File: src/inc/twfce_pkg.sv
// Package: register map, command fields, bus timing and carrier types
package twfce_pkg;

  // ****************************************************
  // Register offsets (byte addresses)
  // ****************************************************
  localparam logic [7:0] TXDAT_OFS    = 8'h10;
  localparam logic [7:0] RXDAT_OFS    = 8'h14;
  localparam logic [7:0] CMD_OFS      = 8'h18;
  localparam logic [7:0] FIFOCTL_OFS  = 8'h1c;
  localparam logic [7:0] FIFOSTAT_OFS = 8'h20;
  localparam logic [7:0] DATCNT_OFS   = 8'h24;
  localparam logic [7:0] RCNT_OFS     = 8'h28;

  // ****************************************************
  // Command word fields
  // ****************************************************
  localparam int CMD_START_BIT   = 0;
  localparam int CMD_AS_LSB      = 1;
  localparam int CMD_RESTART_BIT = 4;
  localparam int CMD_SAS_LSB     = 5;
  localparam int CMD_DATA_BIT    = 8;
  localparam int CMD_NACK_BIT    = 9;
  localparam int CMD_STOP_BIT    = 10;
  localparam int CMD_ROLE_BIT    = 11;
  localparam int CMD_DIR_BIT     = 12;
  localparam int CMD_EXEC_BIT    = 15;
  localparam int CMD_WIDTH       = 16;
  localparam int LEN_WIDTH       = 3;

  localparam int FCTL_NIB_BIT = 0;
  localparam int FCTL_RFR_BIT = 1;
  localparam int FCTL_TFR_BIT = 2;

  localparam int STAT_COMMAND_COMPLETE_BIT = 0;
  localparam int STAT_RNB_BIT  = 1;
  localparam int STAT_RFE_BIT  = 2;
  localparam int STAT_RFF_BIT  = 3;
  localparam int STAT_TFE_BIT  = 4;
  localparam int STAT_TFF_BIT  = 5;
  localparam int STAT_WRS_BIT  = 6;
  localparam int STAT_RFD_LSB  = 8;
  localparam int STAT_TFD_LSB  = 16;

  localparam int CNT_WIDTH  = 10;
  localparam int FIFO_DEPTH = 128;
  localparam int LVL_WIDTH  = 8;

  // ****************************************************
  // Bus timing: one quarter of the bit period in sys clocks
  // ****************************************************
  localparam int SYS_CLK_HZ  = 20_000_000;
  localparam int BUS_RATE_HZ = 100_000;
  localparam int QTR_CYCLES  = SYS_CLK_HZ / (BUS_RATE_HZ * 4);
  localparam logic [7:0] QTR_LAST = 8'(QTR_CYCLES - 1);

  // ****************************************************
  // Carrier types
  // ****************************************************
  typedef struct packed {
    logic                 exec;
    logic                 dir;
    logic                 role;
    logic                 stop_en;
    logic                 nack_sel;
    logic                 data_en;
    logic [LEN_WIDTH-1:0] second_len;
    logic                 restart_en;
    logic [LEN_WIDTH-1:0] first_len;
    logic                 start_en;
  } twfce_cmd_type;

  typedef struct packed {
    logic       wr;
    logic       rd;
    logic [7:0] addr;
    logic [31:0] wdata;
  } twfce_bus_type;

endpackage : twfce_pkg

File: src/rtl/twfce_fifo.sv
// Byte FIFO with registered read data and occupancy count
module twfce_fifo #(
  parameter int WIDTH = 8,
  parameter int DEPTH = 128,
  parameter int LW    = 8
) (
  input  wire logic             sys_clk_in,  // System clock
  input  wire logic             srst_in,     // Sync reset / flush
  input  wire logic             push_in,     // Write strobe
  input  wire logic [WIDTH-1:0] wdata_in,    // Write data
  input  wire logic             pop_in,      // Read strobe
  output logic      [WIDTH-1:0] rdata_out,   // Oldest entry, registered
  output logic      [LW-1:0]    level_out    // Occupancy
);
  localparam int AW = $clog2(DEPTH);
  logic [WIDTH-1:0] mem_reg [DEPTH];
  logic [AW-1:0]    wptr_reg;
  logic [AW-1:0]    rptr_reg;
  logic             do_push;
  logic             do_pop;

  assign do_push = push_in && (level_out != LW'(DEPTH));
  assign do_pop  = pop_in && (level_out != '0);

  always_ff @(posedge sys_clk_in) begin
    if (do_push) begin
      mem_reg[wptr_reg] <= wdata_in;
    end
  end

  always_ff @(posedge sys_clk_in) begin
    if (srst_in) begin
      wptr_reg  <= '0;
      rptr_reg  <= '0;
      level_out <= '0;
      rdata_out <= '0;
    end else begin
      if (do_push) begin
        wptr_reg <= wptr_reg + AW'(1);
      end
      if (do_pop) begin
        rptr_reg  <= rptr_reg + AW'(1);
      end
      // Show-ahead: the head stands before it is popped, so a reader
      // takes it in the pop cycle; a push lands two edges later
      rdata_out <= mem_reg[rptr_reg + AW'(do_pop)];
      level_out <= level_out + LW'(do_push) - LW'(do_pop);
    end
  end
endmodule : twfce_fifo

File: src/rtl/twfce_engine.sv
// Two-wire command-list engine with transmit and receive FIFOs
module twfce_engine (
  input  wire logic        sys_clk_in,   // 20 MHz clock
  input  wire logic        srst_in,      // Sync reset, high
  input  wire logic [7:0]  addr_in,      // Register byte address
  input  wire logic [31:0] wdata_in,     // Write data
  input  wire logic        wr_in,        // Write strobe
  input  wire logic        rd_in,        // Read strobe
  output logic      [31:0] rdata_out,    // Read data, next cycle
  input  wire logic        scl_in,       // Bus clock pin level
  output logic             scl_out,      // Bus clock drive value
  output logic             scl_oe_out,   // Pull bus clock low
  input  wire logic        sda_in,       // Bus data pin level
  output logic             sda_out,      // Bus data drive value
  output logic             sda_oe_out,   // Pull bus data low
  output logic             irq_out       // Error / FIFO condition
);
  // ****************************************************
  // Registers and FIFOs
  // ****************************************************
  twfce_pkg::twfce_cmd_type cmd_reg;
  logic [twfce_pkg::CNT_WIDTH-1:0] cnt_reg, remain_reg;
  logic nib_reg, tfr_reg, rfr_reg, done_reg, nerr_reg;
  logic [7:0] txq_data, rxq_data;
  logic [twfce_pkg::LVL_WIDTH-1:0] txq_lvl, rxq_lvl;
  logic txq_pop, rxq_push;
  logic [7:0] rx_byte_reg;
  logic [2:0] sda_sy_reg, scl_sy_reg;
  logic sda_s, scl_s, ack_bit_reg;

  localparam logic [twfce_pkg::LVL_WIDTH-1:0] LVL_FULL =
    twfce_pkg::LVL_WIDTH'(twfce_pkg::FIFO_DEPTH);

  function automatic logic hit(input logic [7:0] a, input logic [7:0] o);
    return a == o;
  endfunction : hit

  twfce_fifo #(.WIDTH(8), .DEPTH(twfce_pkg::FIFO_DEPTH),
               .LW(twfce_pkg::LVL_WIDTH)) u_txq (
    .sys_clk_in (sys_clk_in),
    .srst_in    (srst_in || tfr_reg),
    .push_in    (wr_in && hit(addr_in, twfce_pkg::TXDAT_OFS)),
    .wdata_in   (wdata_in[7:0]),
    .pop_in     (txq_pop),
    .rdata_out  (txq_data),
    .level_out  (txq_lvl)
  );

  twfce_fifo #(.WIDTH(8), .DEPTH(twfce_pkg::FIFO_DEPTH),
               .LW(twfce_pkg::LVL_WIDTH)) u_rxq (
    .sys_clk_in (sys_clk_in),
    .srst_in    (srst_in || rfr_reg),
    .push_in    (rxq_push),
    .wdata_in   (rx_byte_reg),
    .pop_in     (rd_in && hit(addr_in, twfce_pkg::RXDAT_OFS)),
    .rdata_out  (rxq_data),
    .level_out  (rxq_lvl)
  );

  // ****************************************************
  // Pin synchronisers: 2nd and 3rd stage must agree
  // ****************************************************
  always_ff @(posedge sys_clk_in) begin
    if (srst_in) begin
      sda_sy_reg <= 3'h7;
      scl_sy_reg <= 3'h7;
      sda_s      <= 1'b1;
      scl_s      <= 1'b1;
    end else begin
      sda_sy_reg <= {sda_sy_reg[1:0], sda_in};
      scl_sy_reg <= {scl_sy_reg[1:0], scl_in};
      if (sda_sy_reg[1] == sda_sy_reg[2]) sda_s <= sda_sy_reg[2];
      if (scl_sy_reg[1] == scl_sy_reg[2]) scl_s <= scl_sy_reg[2];
    end
  end

  // ****************************************************
  // Sequencer
  // ****************************************************
  typedef enum logic [3:0] {
    S_IDLE, S_START, S_ADDR1, S_RESTART, S_ADDR2, S_DATA, S_STOP, S_DONE
  } twfce_phase_type;
  twfce_phase_type phase_reg;
  logic [2:0] bytes_left_reg;
  logic [3:0] bit_reg;
  logic [1:0] qtr_reg;
  logic [7:0] tick_reg;
  logic [7:0] sh_reg;
  logic       reading_reg, first_reg, tick, last_qtr, byte_end;
  logic       is_read, nack_seen, step;

  assign tick     = tick_reg == twfce_pkg::QTR_LAST;
  assign last_qtr = tick && qtr_reg == 2'h3;
  assign byte_end = last_qtr && bit_reg == 4'h8;
  // Slave: bit 12 picks direction; master: first address LSB
  assign is_read  = cmd_reg.role ? reading_reg : cmd_reg.dir;
  // Acknowledge is held from mid-bit, since the far side lets go at the fall
  assign nack_seen = byte_end && !is_read && ack_bit_reg;

  always_ff @(posedge sys_clk_in) begin
    if (srst_in || phase_reg == S_IDLE || tick) begin
      tick_reg <= '0;
    end else begin
      tick_reg <= tick_reg + 8'h01;
    end
  end

  // Advance to the next enabled phase in fixed order
  function automatic twfce_phase_type next_phase(
      input twfce_phase_type p, input twfce_pkg::twfce_cmd_type c);
    twfce_phase_type n;
    n = S_DONE;
    unique case (p)
      S_IDLE:    n = c.start_en ? S_START : next_phase1(S_START, c);
      default:   n = next_phase1(p, c);
    endcase
    return n;
  endfunction : next_phase

  function automatic twfce_phase_type next_phase1(
      input twfce_phase_type p, input twfce_pkg::twfce_cmd_type c);
    twfce_phase_type n;
    n = S_DONE;
    if (p == S_START && c.first_len != '0) n = S_ADDR1;
    else if (p <= S_ADDR1 && c.restart_en) n = S_RESTART;
    else if (p <= S_RESTART && c.second_len != '0) n = S_ADDR2;
    else if (p <= S_ADDR2 && c.data_en) n = S_DATA;
    else if (p <= S_DATA && c.stop_en) n = S_STOP;
    return n;
  endfunction : next_phase1

  assign step = (phase_reg == S_START || phase_reg == S_RESTART ||
                 phase_reg == S_STOP) ? last_qtr : byte_end;

  always_ff @(posedge sys_clk_in) begin
    if (srst_in) begin
      phase_reg      <= S_IDLE;
      bytes_left_reg <= '0;
      remain_reg     <= '0;
      qtr_reg        <= '0;
      bit_reg        <= '0;
      reading_reg    <= 1'b0;
      first_reg      <= 1'b0;
    end else if (phase_reg == S_IDLE) begin
      qtr_reg <= '0;
      bit_reg <= '0;
      if (cmd_reg.exec && !done_reg) begin
        phase_reg  <= next_phase(S_IDLE, cmd_reg);
        remain_reg <= cmd_reg.data_en ? cnt_reg : '0;
        first_reg  <= 1'b1;
        reading_reg <= 1'b0;
        bytes_left_reg <= cmd_reg.first_len;
      end
    end else if (phase_reg == S_DONE) begin
      phase_reg <= S_IDLE;
    end else if (nack_seen && !nib_reg &&
                 !(phase_reg == S_DATA && remain_reg == 1)) begin
      phase_reg <= S_DONE;
    end else if (tick) begin
      qtr_reg <= qtr_reg + 2'h1;
      if (last_qtr && phase_reg != S_START &&
          phase_reg != S_RESTART && phase_reg != S_STOP) begin
        bit_reg <= (bit_reg == 4'h8) ? 4'h0 : bit_reg + 4'h1;
        if (bit_reg == 4'h8 && first_reg) begin
          reading_reg <= rx_byte_reg[0];
          first_reg   <= 1'b0;
        end
      end
      if (step) begin
        if (phase_reg == S_DATA) remain_reg <= remain_reg - 10'h1;
        if ((phase_reg == S_ADDR1 || phase_reg == S_ADDR2) &&
            bytes_left_reg > 3'h1) begin
          bytes_left_reg <= bytes_left_reg - 3'h1;
        end else if (phase_reg == S_DATA && remain_reg > 10'h1) begin
          phase_reg <= S_DATA;
        end else begin
          phase_reg <= next_phase(phase_reg, cmd_reg);
          bytes_left_reg <=
            (next_phase(phase_reg, cmd_reg) == S_ADDR1) ?
            cmd_reg.first_len : cmd_reg.second_len;
          if (phase_reg == S_RESTART) first_reg <= 1'b1;
        end
      end
    end
  end

  // ****************************************************
  // Byte shifter and pin drive
  // ****************************************************
  logic shifting;
  assign shifting = phase_reg == S_ADDR1 || phase_reg == S_ADDR2 ||
                    phase_reg == S_DATA;
  assign txq_pop  = shifting && !(phase_reg == S_DATA && is_read) &&
                    tick_reg == '0 && qtr_reg == 2'h0 && bit_reg == 4'h0;
  assign rxq_push = phase_reg == S_DATA && is_read && byte_end &&
                    rxq_lvl != LVL_FULL;

  always_ff @(posedge sys_clk_in) begin
    if (srst_in) begin
      sh_reg      <= '0;
      rx_byte_reg <= '0;
      ack_bit_reg <= 1'b0;
      sda_out     <= 1'b0;
      sda_oe_out  <= 1'b0;
      scl_out     <= 1'b0;
      scl_oe_out  <= 1'b0;
    end else begin
      scl_out <= 1'b0;
      // Load while the clock is low so the first bit settles early
      if (txq_pop) begin
        sh_reg <= txq_data;
      end
      if (shifting && tick && qtr_reg == 2'h2 && bit_reg == 4'h8) begin
        ack_bit_reg <= sda_s;
      end
      if (shifting && tick && qtr_reg == 2'h2 && bit_reg < 4'h8) begin
        rx_byte_reg <= {rx_byte_reg[6:0], sda_s};
      end
      if (shifting && last_qtr && bit_reg < 4'h8) begin
        sh_reg <= {sh_reg[6:0], 1'b0};
      end
      // Clock low in quarters 0 and 3 while master runs the list, but only in quarter 0 of the stop
      scl_oe_out <= cmd_reg.role && phase_reg != S_IDLE &&
                    phase_reg != S_DONE &&
                    (qtr_reg == 2'h0 || qtr_reg == 2'h3) &&
                    !(phase_reg == S_STOP && qtr_reg == 2'h3);
      unique case (phase_reg)
        S_START, S_RESTART: sda_oe_out <= qtr_reg >= 2'h2;
        S_STOP:             sda_oe_out <= qtr_reg < 2'h2;
        S_ADDR1, S_ADDR2, S_DATA: begin
          if (bit_reg == 4'h8) begin
            // Ack own reads; NACK the last one if selected
            sda_oe_out <= phase_reg == S_DATA && is_read &&
                          !(cmd_reg.nack_sel && remain_reg == 1);
          end else if (phase_reg == S_DATA && is_read) begin
            sda_oe_out <= 1'b0;
          end else begin
            sda_oe_out <= !sh_reg[7];
          end
        end
        default:            sda_oe_out <= 1'b0;
      endcase
    end
  end

  // ****************************************************
  // Register file
  // ****************************************************
  always_ff @(posedge sys_clk_in) begin
    if (srst_in) begin
      cmd_reg <= '0;
      cnt_reg <= '0;
      nib_reg <= 1'b0;
      tfr_reg <= 1'b0;
      rfr_reg <= 1'b0;
    end else begin
      tfr_reg <= 1'b0;
      rfr_reg <= 1'b0;
      if (phase_reg == S_DONE) cmd_reg.exec <= 1'b0;
      if (wr_in && hit(addr_in, twfce_pkg::CMD_OFS)) begin
        cmd_reg <= {wdata_in[twfce_pkg::CMD_EXEC_BIT],
                    wdata_in[twfce_pkg::CMD_DIR_BIT:0]};
      end
      if (wr_in && hit(addr_in, twfce_pkg::DATCNT_OFS)) begin
        cnt_reg <= wdata_in[twfce_pkg::CNT_WIDTH-1:0];
      end
      if (wr_in && hit(addr_in, twfce_pkg::FIFOCTL_OFS)) begin
        nib_reg <= wdata_in[twfce_pkg::FCTL_NIB_BIT];
        tfr_reg <= wdata_in[twfce_pkg::FCTL_TFR_BIT];
        rfr_reg <= wdata_in[twfce_pkg::FCTL_RFR_BIT];
      end
    end
  end

  // Status: set wins over a same-cycle clear
  always_ff @(posedge sys_clk_in) begin
    if (srst_in) begin
      done_reg <= 1'b1;
      nerr_reg <= 1'b0;
    end else begin
      if (phase_reg == S_DONE) done_reg <= 1'b1;
      else if (phase_reg == S_IDLE && cmd_reg.exec) done_reg <= 1'b0;
      if (nack_seen && !nib_reg &&
          !(phase_reg == S_DATA && remain_reg == 1)) begin
        nerr_reg <= 1'b1;
      end else if (wr_in && hit(addr_in, twfce_pkg::FIFOSTAT_OFS) &&
                   wdata_in[twfce_pkg::STAT_RNB_BIT]) begin
        nerr_reg <= 1'b0;
      end
    end
  end

  always_ff @(posedge sys_clk_in) begin
    if (srst_in) begin
      irq_out     <= 1'b0;
      rdata_out   <= '0;
    end else begin
      irq_out <= nerr_reg ||
                 (cmd_reg.exec && (txq_lvl == '0 ||
                                   rxq_lvl == LVL_FULL));
      rdata_out <= '0;
      if (rd_in) begin
        unique case (addr_in)
          twfce_pkg::RXDAT_OFS:   rdata_out <= 32'(rxq_data);
          twfce_pkg::CMD_OFS:     rdata_out <= {16'h0, cmd_reg.exec, 2'h0,
                                                13'(cmd_reg)};
          twfce_pkg::FIFOCTL_OFS: rdata_out <= {29'h0, tfr_reg, rfr_reg,
                                                nib_reg};
          twfce_pkg::FIFOSTAT_OFS: rdata_out <= {8'h0, txq_lvl, rxq_lvl,
            1'b0, cmd_reg.dir, txq_lvl == LVL_FULL, txq_lvl != '0,
            rxq_lvl == LVL_FULL, rxq_lvl != '0, nerr_reg, done_reg};
          twfce_pkg::DATCNT_OFS:  rdata_out <= 32'(cnt_reg);
          twfce_pkg::RCNT_OFS:    rdata_out <= 32'(remain_reg);
          default:                rdata_out <= '0;
        endcase
      end
    end
  end

  // ****************************************************
  // Checks
  // ****************************************************
  a_done_clears: assert property (@(posedge sys_clk_in) disable iff (srst_in)
    phase_reg == S_DONE |=> done_reg && !cmd_reg.exec)
    else $error("complete bit not set after list end");
  a_nack_halts: assert property (@(posedge sys_clk_in) disable iff (srst_in)
    nack_seen && !nib_reg && phase_reg != S_DATA |=> phase_reg == S_DONE)
    else $error("unignored nack did not halt");
  a_nib_keeps: assert property (@(posedge sys_clk_in) disable iff (srst_in)
    nack_seen && nib_reg && !nerr_reg |=> !nerr_reg)
    else $error("ignored nack raised error");
  a_tfr_clear: assert property (@(posedge sys_clk_in) disable iff (srst_in)
    tfr_reg |=> txq_lvl == '0 && !tfr_reg)
    else $error("tx reset incomplete");
  a_rfr_clear: assert property (@(posedge sys_clk_in) disable iff (srst_in)
    rfr_reg |=> rxq_lvl == '0 && !rfr_reg)
    else $error("rx reset incomplete");
  a_idle_no_exec: assert property (@(posedge sys_clk_in) disable iff (srst_in)
    !cmd_reg.exec && phase_reg == S_IDLE |=> phase_reg == S_IDLE)
    else $error("list ran without execute");
  a_rx_full_irq: assert property (@(posedge sys_clk_in) disable iff (srst_in)
    cmd_reg.exec && rxq_lvl == LVL_FULL |=> irq_out)
    else $error("full rx without irq");
  a_err_irq: assert property (@(posedge sys_clk_in) disable iff (srst_in)
    nerr_reg |=> irq_out)
    else $error("error without irq");
  c_run: cover property (@(posedge sys_clk_in) phase_reg == S_DATA);
  c_nack: cover property (@(posedge sys_clk_in) nack_seen);
  c_stop: cover property (@(posedge sys_clk_in) phase_reg == S_STOP);
endmodule : twfce_engine

File: config.mk
export PLATFORM = sky130hd
export DESIGN_NAME = twfce_engine
export DESIGN_NICKNAME = d
export VERILOG_FILES = /design/src/inc/twfce_pkg.sv /design/src/rtl/twfce_fifo.sv /design/src/rtl/twfce_engine.sv
export SDC_FILE = /design/constraint.sdc
export NUM_CORES = 2
export LEC_CHECK = 0
export BUFFER_PORTS_ARGS = -buffer_cell sky130_fd_sc_hd__buf_4
export CORE_ASPECT_RATIO = 0.8
export CORE_MARGIN = 3
export CORE_UTILIZATION = 40
export DETAILED_ROUTE_END_ITERATION = 8
export GPL_ROUTABILITY_DRIVEN = 1
export SYNTH_ARGS = -nofsm -noshare
export SYNTH_HDL_FRONTEND = slang
export SYNTH_SLANG_ARGS = --single-unit
File: constraint.sdc
create_clock -name sys_clk_in -period 11.8 [get_ports sys_clk_in]
set_input_delay 2.36 -clock sys_clk_in [delete_from_list [all_inputs] [get_ports sys_clk_in]]
set_output_delay 2.36 -clock sys_clk_in [all_outputs]
set_load 0.05 [all_outputs]
Word level (Yosys, flattened, before mapping)
Memories as Yosys holds them, arrays and structs flattened. A register that Yosys moved wholly into a read port is not among the register bits.
Index checks and enable logic that the tools add are counted.
{"block": "word_totals", "out_inout_bits": 37, "inputBits": 46, "mem_count": 2, "wordCells": 288, "ramBits": 2048, "ff_bits": 162}
{"name": "u_rxq.mem_reg", "depth": 128, "word_bits": 8, "read_ports": 1, "rd_ports_with_merged_regs": 1, "write_ports": 1, "line": "twfce_fifo.sv:16", "source": "logic [WIDTH-1:0] mem_reg [DEPTH];"}
{"name": "u_txq.mem_reg", "depth": 128, "word_bits": 8, "read_ports": 1, "rd_ports_with_merged_regs": 1, "write_ports": 1, "line": "twfce_fifo.sv:16"}
{"block": "op_classes", "addsub": 15, "n_mux": 79, "order_cmp": 9, "bitwise_logic": 4, "eq_ne": 34, "reduce_logical": 105}
{"cell": "$pmux 24 s6", "count": 1}
{"cell": "$mux 10", "count": 8}
{"cell": "$mux 4", "count": 17}
{"cell": "$logic_and 1x1->1", "count": 52}
{"cell": "$mux 3", "count": 14}
{"cell": "$eq 8x5->1 const B", "count": 4}
{"cell": "$eq 8x6->1 const B", "count": 4}
{"cell": "$mux 1", "count": 31}
{"cell": "$add 7x1->7 const B", "count": 4}
{"cell": "$reduce_and 6->1", "count": 3}
{"cell": "$add 8x1->8", "count": 2}
{"cell": "$eq 4x3->1 const B", "count": 4}
{"cell": "$eq 8x8->1 const B", "count": 2}
{"cell": "$logic_not 8->1", "count": 2}
{"cell": "$mux 8", "count": 2}
{"cell": "$ne 8x8->1 const B", "count": 2}
{"cell": "$reduce_bool 2->1", "count": 8}
{"cell": "$reduce_bool 8->1", "count": 2}
{"cell": "$sub 8x1->8", "count": 2}
{"cell": "$add 7x1->7", "count": 2}
{"cell": "$mux 14", "count": 1}
{"cell": "$eq 4x2->1 const B", "count": 3}
{"cell": "$reduce_and 4->1", "count": 3}
{"cell": "$reduce_bool 4->1", "count": 3}
{"cell": "34 further kinds", "count": 70}

Longest topological paths before layout
{"block": "logic_depth", "depth_word": 24, "mapped_depth": 25, "ltp_nobuf": 17}

Modules after synthesis
Synthesis repeated with hierarchy kept, for this count alone.
{"block": "unflattened", "hier_cells": 5560, "hier_area_um2": 88568.7}
{"mod": "twfce_fifo at u_txq", "cells_each": 2413, "instances": 1, "seq_area_each_um2": 31350.1, "area_per_inst_um2": 41673.7}
{"mod": "twfce_fifo at u_rxq", "cells_each": 2496, "instances": 1, "seq_area_each_um2": 31350.1, "area_per_inst_um2": 41473.5}
{"mod": "twfce_engine", "cells_each": 651, "instances": 1, "seq_area_each_um2": 2182.1, "area_per_inst_um2": 5421.4}

Least setup slack after synthesis
No wires, ideal clock.
{"block": "synth_path", "path_type": "input port to flip-flop", "start": "input addr_in[2]", "end": "register u_rxq.rdata_out[7], read port of u_rxq.mem_reg", "t_required_ns": 11.672, "setup_time_ns": 0.128, "path_slack_ns": 4.951, "n_path_buf": 4, "t_arrival_ns": 6.721, "cell_stages": 13, "path_cell_list": "clkbuf_1 or4b_2 nor2_1 and3_1 ha_1 clkbuf_1 clkbuf_1 buf_1 mux4_2 mux4_2 mux4_2 mux2i_1 nor2_1"}
{"block": "synth_via", "elab_chain_len": 4}
{"item": "from (decl)", "line": "twfce_engine.sv:5", "source": "input wire logic [7:0] addr_in,"}
{"item": "$eq 8x5->1", "line": "twfce_engine.sv:35", "source": "return a == o;"}
{"item": "$logic_and 1x1->1", "line": "twfce_engine.sv:55", "source": ".pop_in (rd_in && hit(addr_in, twfce_pkg::RXDAT_OFS)),"}
{"item": "$logic_and 1x1->1", "line": "twfce_fifo.sv:23", "source": "assign do_pop = pop_in && (level_out != '0);"}
{"item": "via u_rxq.do_pop", "line": "twfce_fifo.sv:20", "source": "logic do_pop;"}
{"item": "$add 7x1->7", "line": "twfce_fifo.sv:46", "source": "rdata_out <= mem_reg[rptr_reg + AW'(do_pop)];"}
{"item": "to (decl)", "line": "twfce_fifo.sv:12", "source": "output logic [WIDTH-1:0] rdata_out,"}
The timed path passes the listed nets, and every way through them passes these cells.
A chain may end at the register's enable or synchronous reset.

Final worst setup path
{"block": "layout_path", "start": "register phase_reg[2]", "end": "register u_txq.rdata_out[5], read port of u_txq.mem_reg"}
{"block": "layout_via", "elab_chain_len": 9, "word_cells_on_any_way": 13, "cone_classes": "add/sub (1); eq/ne (3); reduce/logical (9)"}
{"item": "from (decl)", "line": "twfce_engine.sv:83", "source": "twfce_phase_type phase_reg;"}
{"item": "from (signal assigned)", "line": "twfce_engine.sv:148", "source": "phase_reg <= next_phase(S_IDLE, cmd_reg);"}
{"item": "from (signal assigned)", "line": "twfce_engine.sv:177", "source": "phase_reg <= next_phase(phase_reg, cmd_reg);"}
{"item": "$eq 4x2->1 (tied with other cells)", "line": "twfce_engine.sv:191", "source": "assign shifting = phase_reg == S_ADDR1 || phase_reg == S_ADDR2 ||"}
{"item": "$logic_or 1x1->1 or $logic_and 1x1->1 (tied branches)", "line": "twfce_engine.sv:191, twfce_engine.sv:193"}
{"item": "$logic_or 1x1->1 or $logic_not 1->1 (tied branches)", "line": "twfce_engine.sv:191, twfce_engine.sv:193"}
{"item": "$logic_and 1x1->1 (*) (2 in a row)", "line": "twfce_engine.sv:193", "source": "assign txq_pop = shifting && !(phase_reg == S_DATA && is_read) &&"}
{"item": "$logic_and 1x1->1 (*) (2 in a row)", "line": "twfce_engine.sv:194", "source": "tick_reg == '0 && qtr_reg == 2'h0 && bit_reg == 4'h0;"}
{"item": "$logic_and 1x1->1 (*)", "line": "twfce_fifo.sv:23"}
{"item": "$add 7x1->7 (*)", "line": "twfce_fifo.sv:46"}
{"item": "to (decl)", "line": "twfce_fifo.sv:12"}
Every way passes the cells marked *; elsewhere a longest branch is shown, timed or not.

==> qor.yml <==
run_status:
  status: "completed"
min_path:
  worstHoldPathType: "reg2reg"
  hold_end: "ack_bit_reg"
  holdPathStages: 2
  min_from: "sda_s"
power:
  p_per_area_nw_per_um2: 192
  vdd_drop_max_uv: 265
  leakagePower_nw: 32.1
clock_tree:
  root_buffer: "clkbuf_16"
  cts_buffer_depth: 3
  clock_latency_ps: 890
  cts-resized-gates: 0
  clk_pin_slew_ps: 60
  cts_max_level: 4
  post_cts_buffers: 0
  cts-hold-fix-buffers: 0
  clock-sinks: 2217
  cts_tree: "built"
  cts_buffers: 218
worst_setup_path:
  cpPeakStageDelay_ps: 940
  worstSetupPathType: "reg2reg"
  path_delay_family: "buffers and inverters"
  crit_required_ps: 12590
  crit_path_start: "phase_reg[2]"
  crit_top_cell: "buf_4"
  arrival_ps: 8200
  path_cells: "nor2b_1 > o211ai_1 > buf_4 > nor3_2 > buf_4 > nand2_1 > inv_1 > ha_4 > xor2_4 > buf_4 > buf_4 > nand2_2 > buf_4 > buf_4 > nor3_1 > mux2i_2 > a211oi_1 > a31oi_1 > nand4_1 > or4_1 > a32oi_1"
  critPathBufInv: 7
  regToRegSetupSlack_ps: 4390
  start_kind: "register"
  cp_slowest_cell: "dfxtp_1"
  crit_path_end_kind: "register"
  r2r-end: "u_txq.rdata_out[5]"
  r2r.worst_path.cells: 21
  r2r-start: "phase_reg[2]"
  crit_fanout: 48
final_layout:
  final_nets: 5971
  drive_gt1_share_pct: 16.1
  fill_cells: 19400
  area_growth_pct: 12.3
  final_cell_mix: "edfxtp_1, nand2_1, nor2_1"
  final_common_cell: "edfxtp_1"
drt:
  postRouteAntennaNets: 0
  drt_iter0_drc: 8434
  routed_wl_um: 264000
  vias_per_cell: 6.12
  drt_first_pass_iters: 8
  drc: 0
  avgRoutedWirePerCell_um: 29.1
  vias: 55400
sta:
  setup_viol: 0
  slew_headroom_pct: 12.9
  fin_ws_ps: 4390
  rsz0062_at_grt: "false"
  fmax_ghz: 0.135
  clock_skew_ps: 59.9
  finalSetupTns_ps: 0
  drv_slew: 0
  finalHoldViolations: 0
  fin_crit_sh_pct: 62.8
  worst_pin_slew_ps: 1300
  fin_crit_ps: 7410
grt:
  grt.overflow.total: 0
  grt_pass1_wl_um: 379000
  track_usage_pct: 22.1
  antenna_found_initial: 9
  grt_pass1_vias: 52800
  grt_max_degree: 149
floorplanning:
  die-area_um2: 233000
  ios: 83
  row_count: 155
  die_h_um: 433
  fp.dieW_um: 539
  initial_core_util_pct: 40.5
  coreArea_um2: 225000
yosys:
  syn_inst: 5816
  synth_cell_type_count: 97
  synth_top_family_by_area: "multiplexers"
  synthXorXnorAreaFrac_pct: 0.546
  ys.flop_type: "edfxtp_1"
  synth_edf_count: 2048
  yosys_warnings: 0
  async_flop_share_pct: 0
  synth_fa_ha_area_share_pct: 0.622
  netlist_area_um2: 91000
  synthMuxAreaShare_pct: 10.5
  yosysSeqAreaShare_pct: 71.3
  yosys_register_bits: 2217
  synthSimpleGateAreaFrac_pct: 8.64
  synth_compound_area_share_pct: 6.56
  avgSynthCellArea_um2: 15.6
run:
  cap_violations: 0
placed_design:
  pre_cts_ws_ps: 3720
  hpwl_um: 163000
  gp_congestion: 0.954
  io_buffer_count: 53
-- final cells by class --
| class | count | area [µm²] | area share, % |
|---|---|---|---|
| well taps | 2983 | 3730 | 3.65 |
| repair buffers | 196 | 1570 | 1.54 |
| inverters | 44 | 165 | 0.162 |
| clock inverters | 113 | 1130 | 1.11 |
| diodes | 8 | 20.0 | 0.0196 |
| clock buffers | 292 | 5890 | 5.76 |
| multi-input cells | 3204 | 24800 | 24.3 |
| flip-flops and latches | 2217 | 64900 | 63.5 |
-- stage by stage --
stage / cell area [µm²] / total power, mW / std cells / util, % / hold WS (ps)
2_1_floorplan: 91000 / 11.2 / 5825 / - / 389
3_3_place_gp: 95200 / 12.7 / 8644 / 42.4 / 442
3_5_place_dp: 95200 / 12.7 / 8644 / 42.4 / 449
4_1_cts: 102000 / 19.5 / 9049 / 45.5 / 457
5_1_grt: 102000 / 20.2 / 9049 / 45.5 / 478
6_report: 102000 / 19.6 / 9057 / 45.5 / 428
-- layer usage --
metal,global-route usage [%],vias to the layer above,share of wire [%]
met3,6.64,548,13
met4,6.95,4,3.2
li1,-,23200,-
met2,30.5,3414,41
met5,0.247,-,0.034
met1,33.4,28300,43
-- power breakdown --
group	switching, mW	internal (mW)	leakage, nW
clock	2.98	3.89	3.43
combinational	2.90	1.17	8.63
sequential	0.0765	8.57	20.1
total	5.96	13.6	32.1
-- synth_stat cells, types with 15 or more instances --
cell type  count  area [µm²]
nand4_1       76         475
edfxtp_1    2048       61500
and3_1        86         538
mux2i_1      139        1390
a22oi_1       66         495
o22ai_1       93         582
nor2b_1       21         131
o21ai_0       98         490
inv_1         40         150
or3_1         42         263
a221oi_1      22         193
ha_1          42         526
nand2_1      554        2080
a32oi_1       31         272
buf_2         50         250
xor2_1        30         263
nor3_1       121         606
buf_4         17         128
o211ai_1      23         173
a211oi_1      67         503
and2_1        15        93.8
dfxtp_1      169        3380
nor2_1       476        1790
mux4_2       344        7750
buf_1         48         180
nand3_1      215        1080
o221ai_1      28         245
a31oi_1       68         425
xnor2_1       23         201
nor4_1        29         181
clkbuf_1     244         916
a21oi_1      178         891
mux2_2        37         417
-- how the worst max path moves through the flow --
stage                    endpoint  slack, ps  cells after the start
4_1_cts        u_rxq.rdata_out[0]       4660                     12
5_1_grt        u_txq.rdata_out[0]       4180                     21
6_report       u_txq.rdata_out[5]       4390                     21
2_1_floorplan  u_rxq.rdata_out[7]       4950                     13
3_3_place_gp   u_rxq.rdata_out[7]       3730                     12
3_5_place_dp   u_rxq.rdata_out[0]       3720                     12
-- kinds of logic (layout without fill, tap and decap cells) --
logic type                 after synthesis  count (layout)
muxes                                  521             521
other                                    1              18
and+or+nand+nor                       1711            1711
adders and majority gates               44              44
xor gates and xnor gates                55              55
DFF                                   2217            2217
AOI/OAI and AO/OA                      863             863
buffers and inverters                  404             645
-- tightest hold or removal path: cells and delay by family (launching register included) --
| kind | cells | cell delay (ps) |
|---|---|---|
| DFF | 1 | 330 |
| and+or+nand+nor | 1 | 60 |
| AOI/OAI and AO/OA | 1 | 50 |
Power figures use the tool's default switching activity.
